File: src/logic/rtcc_pkg.sv
// Package: register map, field layout, reset values and timing of the clock control block
package rtcc_pkg;

    // ------------------------------------------------------------
    // Register addresses
    // ------------------------------------------------------------
    localparam int unsigned ADDR_W         = 24;
    localparam logic [23:0] ADDR_CCR1      = 24'hFFF06C;
    localparam logic [23:0] ADDR_CCR2      = 24'hFFF06D;
    localparam logic [23:0] ADDR_FLG       = 24'hFFF06E;
    localparam logic [23:0] ADDR_CSR       = 24'hFFF06F;
    localparam logic [23:0] ADDR_EV_STAT   = 24'hFFF070;
    localparam logic [23:0] ADDR_EV_CLR    = 24'hFFF071;
    localparam logic [23:0] ADDR_EV_EN     = 24'hFFF072;
    localparam logic [23:0] ADDR_PORT_MODE = 24'hFFF073;
    localparam logic [23:0] ADDR_FRC       = 24'hFFF074;

    // ------------------------------------------------------------
    // Field positions
    // ------------------------------------------------------------
    localparam int unsigned BIT_RUN       = 7;
    localparam int unsigned BIT_SRST      = 4;
    localparam int unsigned BIT_SEC_IE    = 2;
    localparam int unsigned BIT_SEC_FLG   = 2;
    localparam int unsigned BIT_PORT_MODE = 0;
    localparam int unsigned CSR_OUT_LSB   = 4;
    localparam int unsigned CSR_SRC_LSB   = 0;
    localparam int unsigned EV_SEC        = 0;
    localparam int unsigned EV_FRC_OVF    = 1;
    localparam int unsigned EV_W          = 2;

    // ------------------------------------------------------------
    // Reset values and codes
    // ------------------------------------------------------------
    localparam logic            RUN_RST     = 1'h0;
    localparam logic [2:0]      OUT_SEL_RST = 3'h0;
    localparam logic [3:0]      SRC_SEL_RST = 4'h0;
    localparam logic [EV_W-1:0] EV_EN_RST   = 2'h0;
    localparam logic [7:0]      FRC_RST     = 8'h00;
    localparam logic [7:0]      FRC_MAX     = 8'hFF;
    localparam logic [3:0]      SRC_RTC     = 4'h8;

    // ------------------------------------------------------------
    // Timing
    // ------------------------------------------------------------
    localparam int unsigned SEC_PERIOD_S      = 1;
    localparam int unsigned SUB_CLK_HZ        = 32768;
    localparam int unsigned SUB_TICKS_DEFAULT = SEC_PERIOD_S * SUB_CLK_HZ;
    localparam int unsigned OUT_DIV_W         = 5;

    typedef struct packed {
        logic [23:0] addr;
        logic [7:0]  wdata;
        logic        wr;
        logic        rd;
    } rtcc_bus_s;

    typedef struct packed {
        logic pin;
        logic oe;
    } rtcc_pin_s;

endpackage

File: src/logic/rtcc_top.sv
// Real-time clock control, clock source selection and one-second flag
// Behaviour
// - Run bit 7 of control one stops the clock at 0, runs it at 1.
// - Soft-reset bit 4 resets clock logic except source register and itself.
// - Control two bit 2 enables the one-second interrupt.
// - Output select bits 6..4 choose pin clock; xx1 selects the subclock.
// - Source codes 0..7 free-running counter, 8 clock mode, 9..15 prohibited.
// - Source register bit 7 is reserved; writes never change it.
// - A one-second event sets flag bit 2 of the flag register.
// - The flag clears by writing 0 while it reads 1, or by soft reset.
// - Writing 1 to the flag does nothing.
//
// Strobed register access was left to the implementer.
`timescale 1ns/1ps
`default_nettype none
module rtcc_top #(
    parameter int unsigned SUB_TICKS_PER_SEC = rtcc_pkg::SUB_TICKS_DEFAULT
) (
    input  wire logic          ref_clk,
    input  wire logic          rst_b,
    input  wire rtcc_pkg::rtcc_bus_s bus_req,
    output logic [7:0]         rd_data,
    input  wire logic          sub_clk,
    output logic               clock_output_pin,
    output logic               clock_output_oe,
    output logic               second_irq_req,
    output logic               irq
);
    import rtcc_pkg::*;

    function automatic logic hit(input logic [23:0] a, input logic [23:0] off);
        return a == off;
    endfunction

    // ------------------------------------------------------------
    // Register state
    // ------------------------------------------------------------
    logic            run_reg;
    logic            srst_reg;
    logic            second_irq_enable_reg;
    logic [2:0]      out_sel_reg;
    logic [3:0]      src_sel_reg;
    logic            second_event_flag_reg;
    logic            port_mode_three_reg;
    logic [EV_W-1:0] ev_status_reg;
    logic [EV_W-1:0] ev_enable_reg;
    logic [7:0]      frc_reg;
    logic            sub_q_reg;
    logic [7:0]      rd_data_reg;
    logic            irq_reg;
    logic            second_irq_reg;

    logic            run_next;
    logic            srst_next;
    logic            second_irq_enable_next;
    logic [2:0]      out_sel_next;
    logic [3:0]      src_sel_next;
    logic            second_event_flag_next;
    logic            port_mode_three_next;
    logic [EV_W-1:0] ev_status_next;
    logic [EV_W-1:0] ev_enable_next;
    logic [7:0]      frc_next;
    logic [7:0]      rd_mux;

    // ------------------------------------------------------------
    // Address decode
    // ------------------------------------------------------------
    wire logic wr_ccr1  = bus_req.wr && hit(bus_req.addr, ADDR_CCR1);
    wire logic wr_ccr2  = bus_req.wr && hit(bus_req.addr, ADDR_CCR2);
    wire logic wr_flg   = bus_req.wr && hit(bus_req.addr, ADDR_FLG);
    wire logic wr_csr   = bus_req.wr && hit(bus_req.addr, ADDR_CSR);
    wire logic wr_evclr = bus_req.wr && hit(bus_req.addr, ADDR_EV_CLR);
    wire logic wr_even  = bus_req.wr && hit(bus_req.addr, ADDR_EV_EN);
    wire logic wr_pmode = bus_req.wr && hit(bus_req.addr, ADDR_PORT_MODE);

    wire logic [3:0] wr_src   = bus_req.wdata[CSR_SRC_LSB +: 4];
    wire logic       src_prohib = wr_src > SRC_RTC;

    // ------------------------------------------------------------
    // Clock logic control
    // ------------------------------------------------------------
    // Held in reset while the bit stands, released in the same cycle
    // that software writes it back to 0 so a run write is not lost
    wire logic soft_rst = srst_reg && !(wr_ccr1 && !bus_req.wdata[BIT_SRST]);
    wire logic rtc_mode = src_sel_reg == SRC_RTC;
    wire logic frc_mode = !src_sel_reg[3];
    wire logic sub_rise = sub_clk && !sub_q_reg;
    wire logic presc_en = run_reg && rtc_mode;
    wire logic frc_en   = run_reg && frc_mode && sub_rise;
    wire logic frc_ovf  = frc_en && (frc_reg == FRC_MAX) && !soft_rst;
    wire logic sec_tick;

    rtcc_presc #(
        .TICKS (SUB_TICKS_PER_SEC)
    ) u_presc (
        .ref_clk   (ref_clk),
        .rst_b     (rst_b),
        .clr       (soft_rst),
        .en        (presc_en),
        .tick      (sub_rise),
        .sec_pulse (sec_tick)
    );

    rtcc_pin_s clk_pin;

    rtcc_clkout u_clkout (
        .ref_clk   (ref_clk),
        .rst_b     (rst_b),
        .sel       (out_sel_reg),
        .sub_level (sub_clk),
        .en        (port_mode_three_reg),
        .pin       (clk_pin)
    );

    wire logic sec_ev = sec_tick && !soft_rst;
    wire logic flg_clr = wr_flg && !bus_req.wdata[BIT_SEC_FLG] && second_event_flag_reg;

    // ------------------------------------------------------------
    // Next values
    // ------------------------------------------------------------
    assign run_next = wr_ccr1 ? bus_req.wdata[BIT_RUN] && !bus_req.wdata[BIT_SRST]
                    : (soft_rst ? RUN_RST : run_reg);
    assign srst_next = wr_ccr1 ? bus_req.wdata[BIT_SRST] : srst_reg;
    assign second_irq_enable_next = soft_rst ? 1'b0
                    : (wr_ccr2 ? bus_req.wdata[BIT_SEC_IE] : second_irq_enable_reg);
    assign out_sel_next = wr_csr ? bus_req.wdata[CSR_OUT_LSB +: 3] : out_sel_reg;
    // A prohibited code leaves the previous source in place
    assign src_sel_next = (wr_csr && !src_prohib) ? wr_src : src_sel_reg;
    // Set wins over a clear in the same cycle
    assign second_event_flag_next = soft_rst ? 1'b0
                    : (sec_ev ? 1'b1 : (flg_clr ? 1'b0 : second_event_flag_reg));
    assign port_mode_three_next = wr_pmode ? bus_req.wdata[BIT_PORT_MODE] : port_mode_three_reg;
    assign frc_next = soft_rst ? FRC_RST : (frc_en ? frc_reg + 8'h01 : frc_reg);
    assign ev_enable_next = wr_even ? bus_req.wdata[EV_W-1:0] : ev_enable_reg;
    assign ev_status_next = (ev_status_reg & ~(wr_evclr ? bus_req.wdata[EV_W-1:0] : '0))
                          | {frc_ovf, sec_ev};

    // ------------------------------------------------------------
    // Read multiplexer
    // ------------------------------------------------------------
    assign rd_mux =
        hit(bus_req.addr, ADDR_CCR1)      ? {run_reg, 2'h0, srst_reg, 4'h0} :
        hit(bus_req.addr, ADDR_CCR2)      ? {5'h00, second_irq_enable_reg, 2'h0} :
        hit(bus_req.addr, ADDR_FLG)       ? {5'h00, second_event_flag_reg, 2'h0} :
        hit(bus_req.addr, ADDR_CSR)       ? {1'b0, out_sel_reg, src_sel_reg} :
        hit(bus_req.addr, ADDR_EV_STAT)   ? {6'h00, ev_status_reg} :
        hit(bus_req.addr, ADDR_EV_EN)     ? {6'h00, ev_enable_reg} :
        hit(bus_req.addr, ADDR_PORT_MODE) ? {7'h00, port_mode_three_reg} :
        hit(bus_req.addr, ADDR_FRC)       ? frc_reg : 8'h00;

    assign rd_data          = rd_data_reg;
    assign irq              = irq_reg;
    assign second_irq_req   = second_irq_reg;
    assign clock_output_pin = clk_pin.pin;
    assign clock_output_oe  = clk_pin.oe;

    // ------------------------------------------------------------
    // State
    // ------------------------------------------------------------
    // One register to a process keeps each reset value beside its update
    always_ff @(posedge ref_clk or negedge rst_b) begin
        if (!rst_b) begin
            run_reg <= RUN_RST;
        end else begin
            run_reg <= run_next;
        end
    end

    always_ff @(posedge ref_clk or negedge rst_b) begin
        if (!rst_b) begin
            srst_reg <= 1'b0;
        end else begin
            srst_reg <= srst_next;
        end
    end

    always_ff @(posedge ref_clk or negedge rst_b) begin
        if (!rst_b) begin
            second_irq_enable_reg <= 1'b0;
        end else begin
            second_irq_enable_reg <= second_irq_enable_next;
        end
    end

    always_ff @(posedge ref_clk or negedge rst_b) begin
        if (!rst_b) begin
            out_sel_reg <= OUT_SEL_RST;
        end else begin
            out_sel_reg <= out_sel_next;
        end
    end

    always_ff @(posedge ref_clk or negedge rst_b) begin
        if (!rst_b) begin
            src_sel_reg <= SRC_SEL_RST;
        end else begin
            src_sel_reg <= src_sel_next;
        end
    end

    always_ff @(posedge ref_clk or negedge rst_b) begin
        if (!rst_b) begin
            second_event_flag_reg <= 1'b0;
        end else begin
            second_event_flag_reg <= second_event_flag_next;
        end
    end

    always_ff @(posedge ref_clk or negedge rst_b) begin
        if (!rst_b) begin
            port_mode_three_reg <= 1'b0;
        end else begin
            port_mode_three_reg <= port_mode_three_next;
        end
    end

    always_ff @(posedge ref_clk or negedge rst_b) begin
        if (!rst_b) begin
            frc_reg <= FRC_RST;
        end else begin
            frc_reg <= frc_next;
        end
    end

    always_ff @(posedge ref_clk or negedge rst_b) begin
        if (!rst_b) begin
            sub_q_reg <= 1'b0;
        end else begin
            sub_q_reg <= sub_clk;
        end
    end

    always_ff @(posedge ref_clk or negedge rst_b) begin
        if (!rst_b) begin
            ev_status_reg <= '0;
        end else begin
            ev_status_reg <= ev_status_next;
        end
    end

    always_ff @(posedge ref_clk or negedge rst_b) begin
        if (!rst_b) begin
            ev_enable_reg <= EV_EN_RST;
        end else begin
            ev_enable_reg <= ev_enable_next;
        end
    end

    always_ff @(posedge ref_clk or negedge rst_b) begin
        if (!rst_b) begin
            rd_data_reg <= 8'h00;
        end else begin
            rd_data_reg <= bus_req.rd ? rd_mux : 8'h00;
        end
    end

    always_ff @(posedge ref_clk or negedge rst_b) begin
        if (!rst_b) begin
            irq_reg <= 1'b0;
        end else begin
            irq_reg <= |(ev_status_reg & ev_enable_reg);
        end
    end

    always_ff @(posedge ref_clk or negedge rst_b) begin
        if (!rst_b) begin
            second_irq_reg <= 1'b0;
        end else begin
            second_irq_reg <= second_event_flag_reg && second_irq_enable_reg;
        end
    end
endmodule
`default_nettype wire

File: src/logic/rtcc_presc.sv
// One-second prescaler counting subclock ticks
`timescale 1ns/1ps
`default_nettype none
module rtcc_presc #(
    parameter int unsigned TICKS = 32768
) (
    input  wire logic ref_clk,
    input  wire logic rst_b,
    input  wire logic clr,
    input  wire logic en,
    input  wire logic tick,
    output logic      sec_pulse
);
    localparam int unsigned CW = $clog2(TICKS);
    localparam logic [CW-1:0] LAST = CW'(TICKS - 1);

    logic [CW-1:0] cnt_reg;
    logic [CW-1:0] cnt_next;
    logic          pulse_reg;
    wire           wrap = en && tick && (cnt_reg == LAST);

    assign cnt_next  = clr ? '0 : (wrap ? '0 : ((en && tick) ? cnt_reg + 1'b1 : cnt_reg));
    assign sec_pulse = pulse_reg;

    always_ff @(posedge ref_clk or negedge rst_b) begin
        if (!rst_b) begin
            cnt_reg   <= '0;
            pulse_reg <= 1'b0;
        end else begin
            cnt_reg   <= cnt_next;
            pulse_reg <= wrap && !clr;
        end
    end
endmodule
`default_nettype wire

File: src/logic/rtcc_clkout.sv
// Clock output selector driving the clock output pin
`timescale 1ns/1ps
`default_nettype none
module rtcc_clkout
    import rtcc_pkg::*;
(
    input  wire logic       ref_clk,
    input  wire logic       rst_b,
    input  wire logic [2:0] sel,
    input  wire logic       sub_level,
    input  wire logic       en,
    output rtcc_pkg::rtcc_pin_s pin
);
    logic [OUT_DIV_W-1:0] div_reg;
    logic                 pin_reg;
    logic                 oe_reg;
    wire  logic           div_level;
    wire  logic           pick;

    // Taps: /4, /8, /16, /32 of the system clock
    assign div_level = div_reg[3'(sel[2:1]) + 3'h1];
    assign pick      = sel[0] ? sub_level : div_level;
    assign pin.pin   = pin_reg;
    assign pin.oe    = oe_reg;

    always_ff @(posedge ref_clk or negedge rst_b) begin
        if (!rst_b) begin
            div_reg <= '0;
            pin_reg <= 1'b0;
            oe_reg  <= 1'b0;
        end else begin
            div_reg <= div_reg + 1'b1;
            pin_reg <= en && pick;
            oe_reg  <= en;
        end
    end
endmodule
`default_nettype wire

File: config.mk
export PLATFORM = sky130hd
export DESIGN_NAME = rtcc_top
export DESIGN_NICKNAME = d
export VERILOG_FILES = /design/src/logic/rtcc_pkg.sv /design/src/logic/rtcc_top.sv /design/src/logic/rtcc_presc.sv /design/src/logic/rtcc_clkout.sv
export SDC_FILE = /design/constraint.sdc
export NUM_CORES = 1
export LEC_CHECK = 0
export ABC_AREA = 1
export BUFFER_PORTS_ARGS = -buffer_cell sky130_fd_sc_hd__buf_2
export CAP_MARGIN = 20
export CORE_MARGIN = 5
export CORE_UTILIZATION = 57
export CTS_CLUSTER_SIZE = 8
export DETAILED_ROUTE_END_ITERATION = 10
export PLACE_DENSITY = 0.8
export SLEW_MARGIN = 20
export SYNTH_ARGS = -nofsm -noshare
export SYNTH_HDL_FRONTEND = slang
export SYNTH_SLANG_ARGS = --single-unit
File: constraint.sdc
create_clock -name ref_clk -period 1.9 [get_ports ref_clk]
set_clock_uncertainty 0.05 [all_clocks]
set_input_delay 0.38 -clock ref_clk [delete_from_list [all_inputs] [get_ports ref_clk]]
set_output_delay 0.38 -clock ref_clk [all_outputs]
set_load 0.05 [all_outputs]
==> impl_metrics.py, run 1 <==
metrics = {
    "status": {
        "outcome": "finished clean",
    },
    "worst_setup_path": {
        "end_kind": "register",
        "start_kind": "register",
        "cp.arrival_ns": 1.94,
        "critical_path_required_ns": 2.07,
        "criticalPathCategory": "reg -> reg",
        "worstPathMaxFanout": 4,
    },
    "logic_synthesis": {
        "syn_area_um2": 3390,
        "avgSynthCellArea_um2": 7.84,
        "yosysWarnings": 0,
        "ys_seq_elements": 58,
        "yosys.area.top_type": "dfrtp_1",
        "syn_nets": 474,
        "synth_cell_type_count": 37,
        "synth.area.top_cells": "dfrtp_1, nand2_1, nand3_1",
        "synth-main-ff-cell": "dfrtp_1",
        "async_reset_ff_frac": 1.00,
        "synth_seq_area_share": 0.428,
        "synthCells": 433,
        "synth_edf_count": 0,
        "synth_top_area_frac": 0.428,
    },
    "power_and_ir_drop": {
        "clockPowerShare": 0.443,
        "combPwrFrac": 0.052,
        "swShare": 0.234,
        "p_int_mw": 1.88,
        "p_sw_mw": 0.572,
        "pwr-share-seq": 0.505,
        "ir_drop_uv": 528,
        "power.density_nw_per_um2": 629,
        "leakagePower_nw": 1.98,
    },
    "global_route": {
        "met3_usage": 0.0454,
        "grt_pass1_wl_mm": 12.8,
        "top_usage_layer": "met2",
        "gr-usage-met1": 0.279,
        "antenna_found_initial": 0,
        "grt_usage": 0.217,
        "grt_max_degree": 59,
        "met2_usage": 0.359,
        "grt_pass1_vias": 2864,
        "grt_overflow_total": 0,
    },
    "finish": {
        "area_growth_pct": 14.8,
        "final_cells": 571,
        "largest_reg_flops": 15,
        "drive_gt1_frac": 0.198,
        "diodes": 0,
        "layout.nets": 532,
        "final_cell_area_um2": 3900,
        "num-fill-cells": 473,
    },
    "cts": {
        "tritoncts": "built",
        "cts.sinks": 58,
        "cts_htree_levels": 3,
        "cts_made_buffers": 9,
        "clock_latency_ns": 0.34,
        "cts_buffer_depth": 2,
        "ctsRootBufferMaster": "clkbuf_8",
        "path_clk_slew_ns": 0.07,
    },
    "sta": {
        "hold_viol": 0,
        "setup_viol": 0,
        "max_freq_ghz": 0.564,
        "rsz0062_at_grt": "no",
        "fin_crit_sh": 0.933,
        "drv_slew": 0,
        "slew_headroom": 0.753,
        "fin_crit_ns": 1.77,
        "worstMarginPinSlew_ns": 0.370,
        "fin_hold_ws_ns": 0.133,
        "finalSetupTns_ns": 0,
    },
    "drt": {
        "wirelength_mm": 7.62,
        "vias": 2973,
        "wl_per_cell_um": 13.3,
        "drt-initial-drc-count": 214,
        "antenna_left": 0,
        "drc": 0,
        "dr.pass1.iters": 7,
        "vias_per_cell": 5.21,
    },
    "floorplanning": {
        "start_util": 0.580,
        "io_pins": 49,
        "coreArea_um2": 5850,
        "chipWidth_um": 87.2,
        "dieHeight_um": 87.2,
        "die-area_um2": 7600,
        "rows": 28,
    },
    "placement": {
        "dp_cells": 554,
        "port_buffers": 48,
        "postPlaceCellArea_um2": 3700,
        "routabilityCongestion": 0.880,
        "dp_hpwl_mm": 5.58,
    },
    "run": {
        "drv_cap": 0,
    },
    "worst_hold_path": {
        "hold_path.class": "in -> reg",
    },
}
power by group through the flow:
stage / Sequential (mW) / Combinational (mW) / Clock [mW]
6_report: 1.24 / 0.126 / 1.09
2_1_floorplan: 1.26 / 0.0411 / 0
3_3_place_gp: 1.26 / 0.123 / 0
5_1_grt: 1.24 / 0.143 / 1.17
3_5_place_dp: 1.26 / 0.126 / 0
4_1_cts: 1.24 / 0.128 / 1.11
cells in the mapped netlist (2+ instances only):
cell	n
a21oi_1	11
buf_2	4
buf_8	2
dfrtp_1	58
ha_1	4
inv_1	54
inv_2	3
nand2_1	100
nand2_2	2
nand3_1	53
nand3_2	3
nand3b_1	7
nand4_1	13
nand4_2	2
nor2_1	50
nor2_2	6
nor2_4	6
nor3_1	4
o21ai_0	20
xnor2_1	6
xor2_1	9
timing repair:
action,in CTS,in global routing
resized for setup,0,0
setup endpoints to repair,0,8
hold endpoints to repair,12,0
setup buffers,0,0
hold buffers,1,0
layout by cell type, fill, tap and decap left out, types with 6 or more instances in the layout:
cell type | Yosys | routed
nand3b_1 | 7 | 7
o21ai_0 | 20 | 20
nor2_1 | 50 | 50
buf_2 | 4 | 48
xnor2_1 | 6 | 6
xor2_1 | 9 | 9
inv_1 | 54 | 54
buf_4 | 1 | 6
nor2_4 | 6 | 6
nand2_1 | 100 | 100
dfrtp_1 | 58 | 58
nand3_1 | 53 | 53
a21oi_1 | 11 | 11
nor2_2 | 6 | 6
nand4_1 | 13 | 13
clkbuf_8 | 1 | 9
routing by layer:
layer	routed length [µm]	part of all wire	vias to the layer above
met5	0	0	-
met4	137	0.018	0
met3	500	0.066	14
met2	3670	0.48	85
met1	3310	0.43	1362
li1	-	-	1512
worst max-delay path, stage by stage, from the launching register on:
cell and delay, ns:
dfrtp_1 0.40, ha_1 0.20, nand2_1 0.10, nor2_4 0.14, nand4_2 0.16, nor2_2 0.14, nand2_1 0.09, nor2_2 0.13
nand3_1 0.11, nand2_1 0.09, nor2_2 0.04
logic make-up (layout without fill, tap and decap cells):
logic type / Yosys count / count (layout) / share of synthesized area
and+or+nand+nor: 253 / 253 / 0.369
buffers and inverters: 66 / 129 / 0.0900
DFF: 58 / 58 / 0.428
AOI/OAI and AO/OA: 36 / 36 / 0.0564
xor gates and xnor gates: 15 / 15 / 0.0387
adders and majority gates: 4 / 4 / 0.0147
muxes: 1 / 1 / 0.00295
through the flow:
stage | worst slack [ns] | power, mW | utilization
after floorplan | 0.354 | 1.30 | -
after global placement | 0.132 | 1.38 | 0.633
after detailed placement | 0.0680 | 1.39 | 0.633
after CTS | 0.0833 | 2.47 | 0.666
after global routing | 0.000159 | 2.55 | 0.666
final | 0.127 | 2.45 | 0.666
area by class of cell:
| class | count | area (µm²) | area share |
|---|---|---|---|
| Multi-Input combinational cell | 309 | 1640 | 0.420 |
| Timing Repair Buffer | 56 | 315 | 0.0809 |
| Sequential cell | 58 | 1450 | 0.373 |
| Tap cell | 75 | 93.8 | 0.0241 |
| Clock inverter | 6 | 57.6 | 0.0148 |
| Inverter | 57 | 214 | 0.0549 |
| Clock buffer | 10 | 128 | 0.0328 |
worst paths after layout:
kind	startpoint	to	slack, ns	depth (start not counted)
setup / recovery	u_presc.cnt_reg[0]	u_presc.cnt_reg[14]	0.13	10
max in group asynchronous	rst_b	frc_reg[4]	0.98	3
setup reg to reg	u_presc.cnt_reg[0]	u_presc.cnt_reg[14]	0.13	10
hold reg to reg	u_clkout.div_reg[4]	u_clkout.div_reg[4]	0.42	1
hold / removal	sub_clk	sub_q_reg	0.13	1
min in group asynchronous	rst_b	port_mode_three_reg	0.55	3
(Power assumes the default switching activity.)
==> run 2, diff against run 1 <==
--- a/config.mk
+++ b/config.mk
@@ -9,10 +9,11 @@
 export BUFFER_PORTS_ARGS = -buffer_cell sky130_fd_sc_hd__buf_2
 export CAP_MARGIN = 20
 export CORE_MARGIN = 5
-export CORE_UTILIZATION = 57
+export CORE_UTILIZATION = 59
+export CTS_BUF_LIST = sky130_fd_sc_hd__clkbuf_8
 export CTS_CLUSTER_SIZE = 8
 export DETAILED_ROUTE_END_ITERATION = 10
-export PLACE_DENSITY = 0.8
+export PLACE_DENSITY_LB_ADDON = 0.12
 export SLEW_MARGIN = 20
 export SYNTH_ARGS = -nofsm -noshare
 export SYNTH_HDL_FRONTEND = slang
==> run 2 against run 1 <==
  * Non-clock buffer count rose by 6
  * Flip-flop and latch count did not move
  * Largest power group unchanged
  * Die area fell by 3.0%
  * Worst setup slack better by 0.054 ns
  * Fmax increased by 3.2%
  * Clock power up 7%
  * Cell area increased by 1.6%
  * Core utilization rose by 4.8 points
  * Via count grew 2.7%
  * Register-to-register slack better by 0.05 ns
  * Critical path depth down 1
==> impl_metrics.py, run 2 (same netlist as run 1, synthesis figures left out) <==
metrics = {
    "status": {
        "outcome": "finished clean",
    },
    "finish": {
        "largest_reg_flops": 15,
        "diodes": 0,
        "num-fill-cells": 437,
        "regArea_um2": 1450,
        "area_growth_pct": 16.6,
        "multi_input_area_um2": 1640,
        "drive_gt1_frac": 0.207,
        "layout.nets": 538,
        "final_cell_mix": "nand2_1, dfrtp_1, inv_1",
        "final_common_cell": "nand2_1",
    },
    "power_and_ir_drop": {
        "ir_drop_uv": 509,
        "power.density_nw_per_um2": 639,
        "design_power_total_mw": 2.53,
        "leakagePower_nw": 2.01,
    },
    "worst_setup_path": {
        "path_cells": "ha_1, nand2_1, nor2_4, buf_4, nand4_1, nor2_1, xnor2_1, nand3b_1, nand2_1",
        "cp_slowest_cell": "dfrtp_1",
        "criticalPathCategory": "reg -> reg",
        "critPathBufInv": 1,
        "critPathMaxStageDelay_ns": 0.40,
        "start_kind": "register",
        "cp.arrival_ns": 1.89,
        "worstPathMaxFanout": 4,
        "critPathTopFamily": "simple AND/OR/NAND/NOR gates",
        "critical_path_required_ns": 2.07,
        "critPathMostFrequentCell": "nand2_1",
        "end_kind": "register",
    },
    "drt": {
        "dr.pass1.iters": 5,
        "drc": 0,
        "wl_met2_mm": 3.68,
        "vias": 3053,
        "wirelength_mm": 7.76,
        "antenna_left": 0,
        "top_layer": "met4",
        "wl_per_cell_um": 13.5,
        "drt-initial-drc-count": 139,
        "vias_per_cell": 5.32,
        "wl_met1_mm": 3.52,
        "dr_wl_met3_um": 475,
    },
    "placement": {
        "port_buffers": 48,
        "dp_hpwl_mm": 5.82,
        "routabilityCongestion": 0.910,
    },
    "cts": {
        "cts_htree_levels": 3,
        "cts_buffer_depth": 2,
        "clock_latency_ns": 0.34,
        "tritoncts": "built",
        "cts_made_buffers": 9,
        "cts.sinks": 58,
        "path_clk_slew_ns": 0.07,
        "ctsRootBufferMaster": "clkbuf_8",
    },
    "sta": {
        "fin_crit_sh": 0.905,
        "slew_headroom": 0.699,
        "hold_viol": 0,
        "max_freq_ghz": 0.582,
        "drv_slew": 0,
        "fin_crit_ns": 1.72,
        "worstMarginPinSlew_ns": 0.451,
        "setup_viol": 0,
        "fin_hold_ws_ns": 0.124,
    },
    "floorplanning": {
        "dieHeight_um": 85.8,
        "coreArea_um2": 5540,
        "die-area_um2": 7370,
        "chipWidth_um": 85.8,
        "io_pins": 49,
        "start_util": 0.612,
        "rows": 27,
    },
    "global_route": {
        "antenna_found_initial": 0,
        "grt_pass1_wl_mm": 13.8,
        "grt_max_degree": 42,
        "grt_usage": 0.234,
        "grt_overflow_total": 0,
        "grt_pass1_vias": 3015,
    },
    "run": {
        "drv_cap": 0,
    },
    "worst_hold_path": {
        "hold_path.class": "in -> reg",
    },
}
[run 2: path summary, 6_finish.rpt]
path                            slack [ns]                 from  cells after the start                   to
worst max-delay path                  0.18   u_presc.cnt_reg[0]                      9  u_presc.cnt_reg[10]
worst min-delay path                  0.12              sub_clk                      1            sub_q_reg
worst max register to register        0.18   u_presc.cnt_reg[0]                      9  u_presc.cnt_reg[10]
worst min register to register        0.42  u_clkout.div_reg[0]                      1  u_clkout.div_reg[0]
max in group asynchronous             0.77                rst_b                      3       src_sel_reg[1]
min in group asynchronous             0.46                rst_b                      2     ev_enable_reg[1]
[run 2: power by group]
part           internal [mW]  total (mW)  leakage [nW]  switching [mW]
clock                  0.669        1.17         0.103           0.496
combinational         0.0449       0.126          1.13          0.0813
sequential              1.24        1.24         0.783        0.000966
total                   1.95        2.53          2.01           0.578
[run 2: what timing repair did]
item	4_1_cts	5_1_grt
gates resized for setup	0	0
setup buffers	0	3
setup endpoints to repair	0	8
endpoints found under the hold margin	17	0
hold buffers	1	0
[run 2: final cells by class]
class,instances,share of cell area
inverters,57,0.0541
clock inverters,5,0.0136
multi-input cells,309,0.414
well taps,72,0.0228
flip-flops and latches,58,0.367
repair buffers,62,0.0911
clock buffers,11,0.0383
[run 2: layer usage]
| layer | global-route usage | vias up |
|---|---|---|
| met5 | 0 | - |
| met4 | 0.0820 | 0 |
| met3 | 0.0461 | 11 |
| met2 | 0.378 | 93 |
| met1 | 0.315 | 1424 |
| li1 | - | 1525 |
[run 2: stage by stage]
stage	instances	setup WS, ns	utilization	TNS, ns	area, µm²
finish	574	0.181	0.714	0	3960
global route	574	-0.000782	0.714	-0.000782	3960
CTS	571	0.125	0.710	0	3940
detailed placement	554	-0.0170	0.671	-0.0170	3720
global placement	554	0.0559	0.671	0	3720
floorplan	433	0.354	-	0	3390
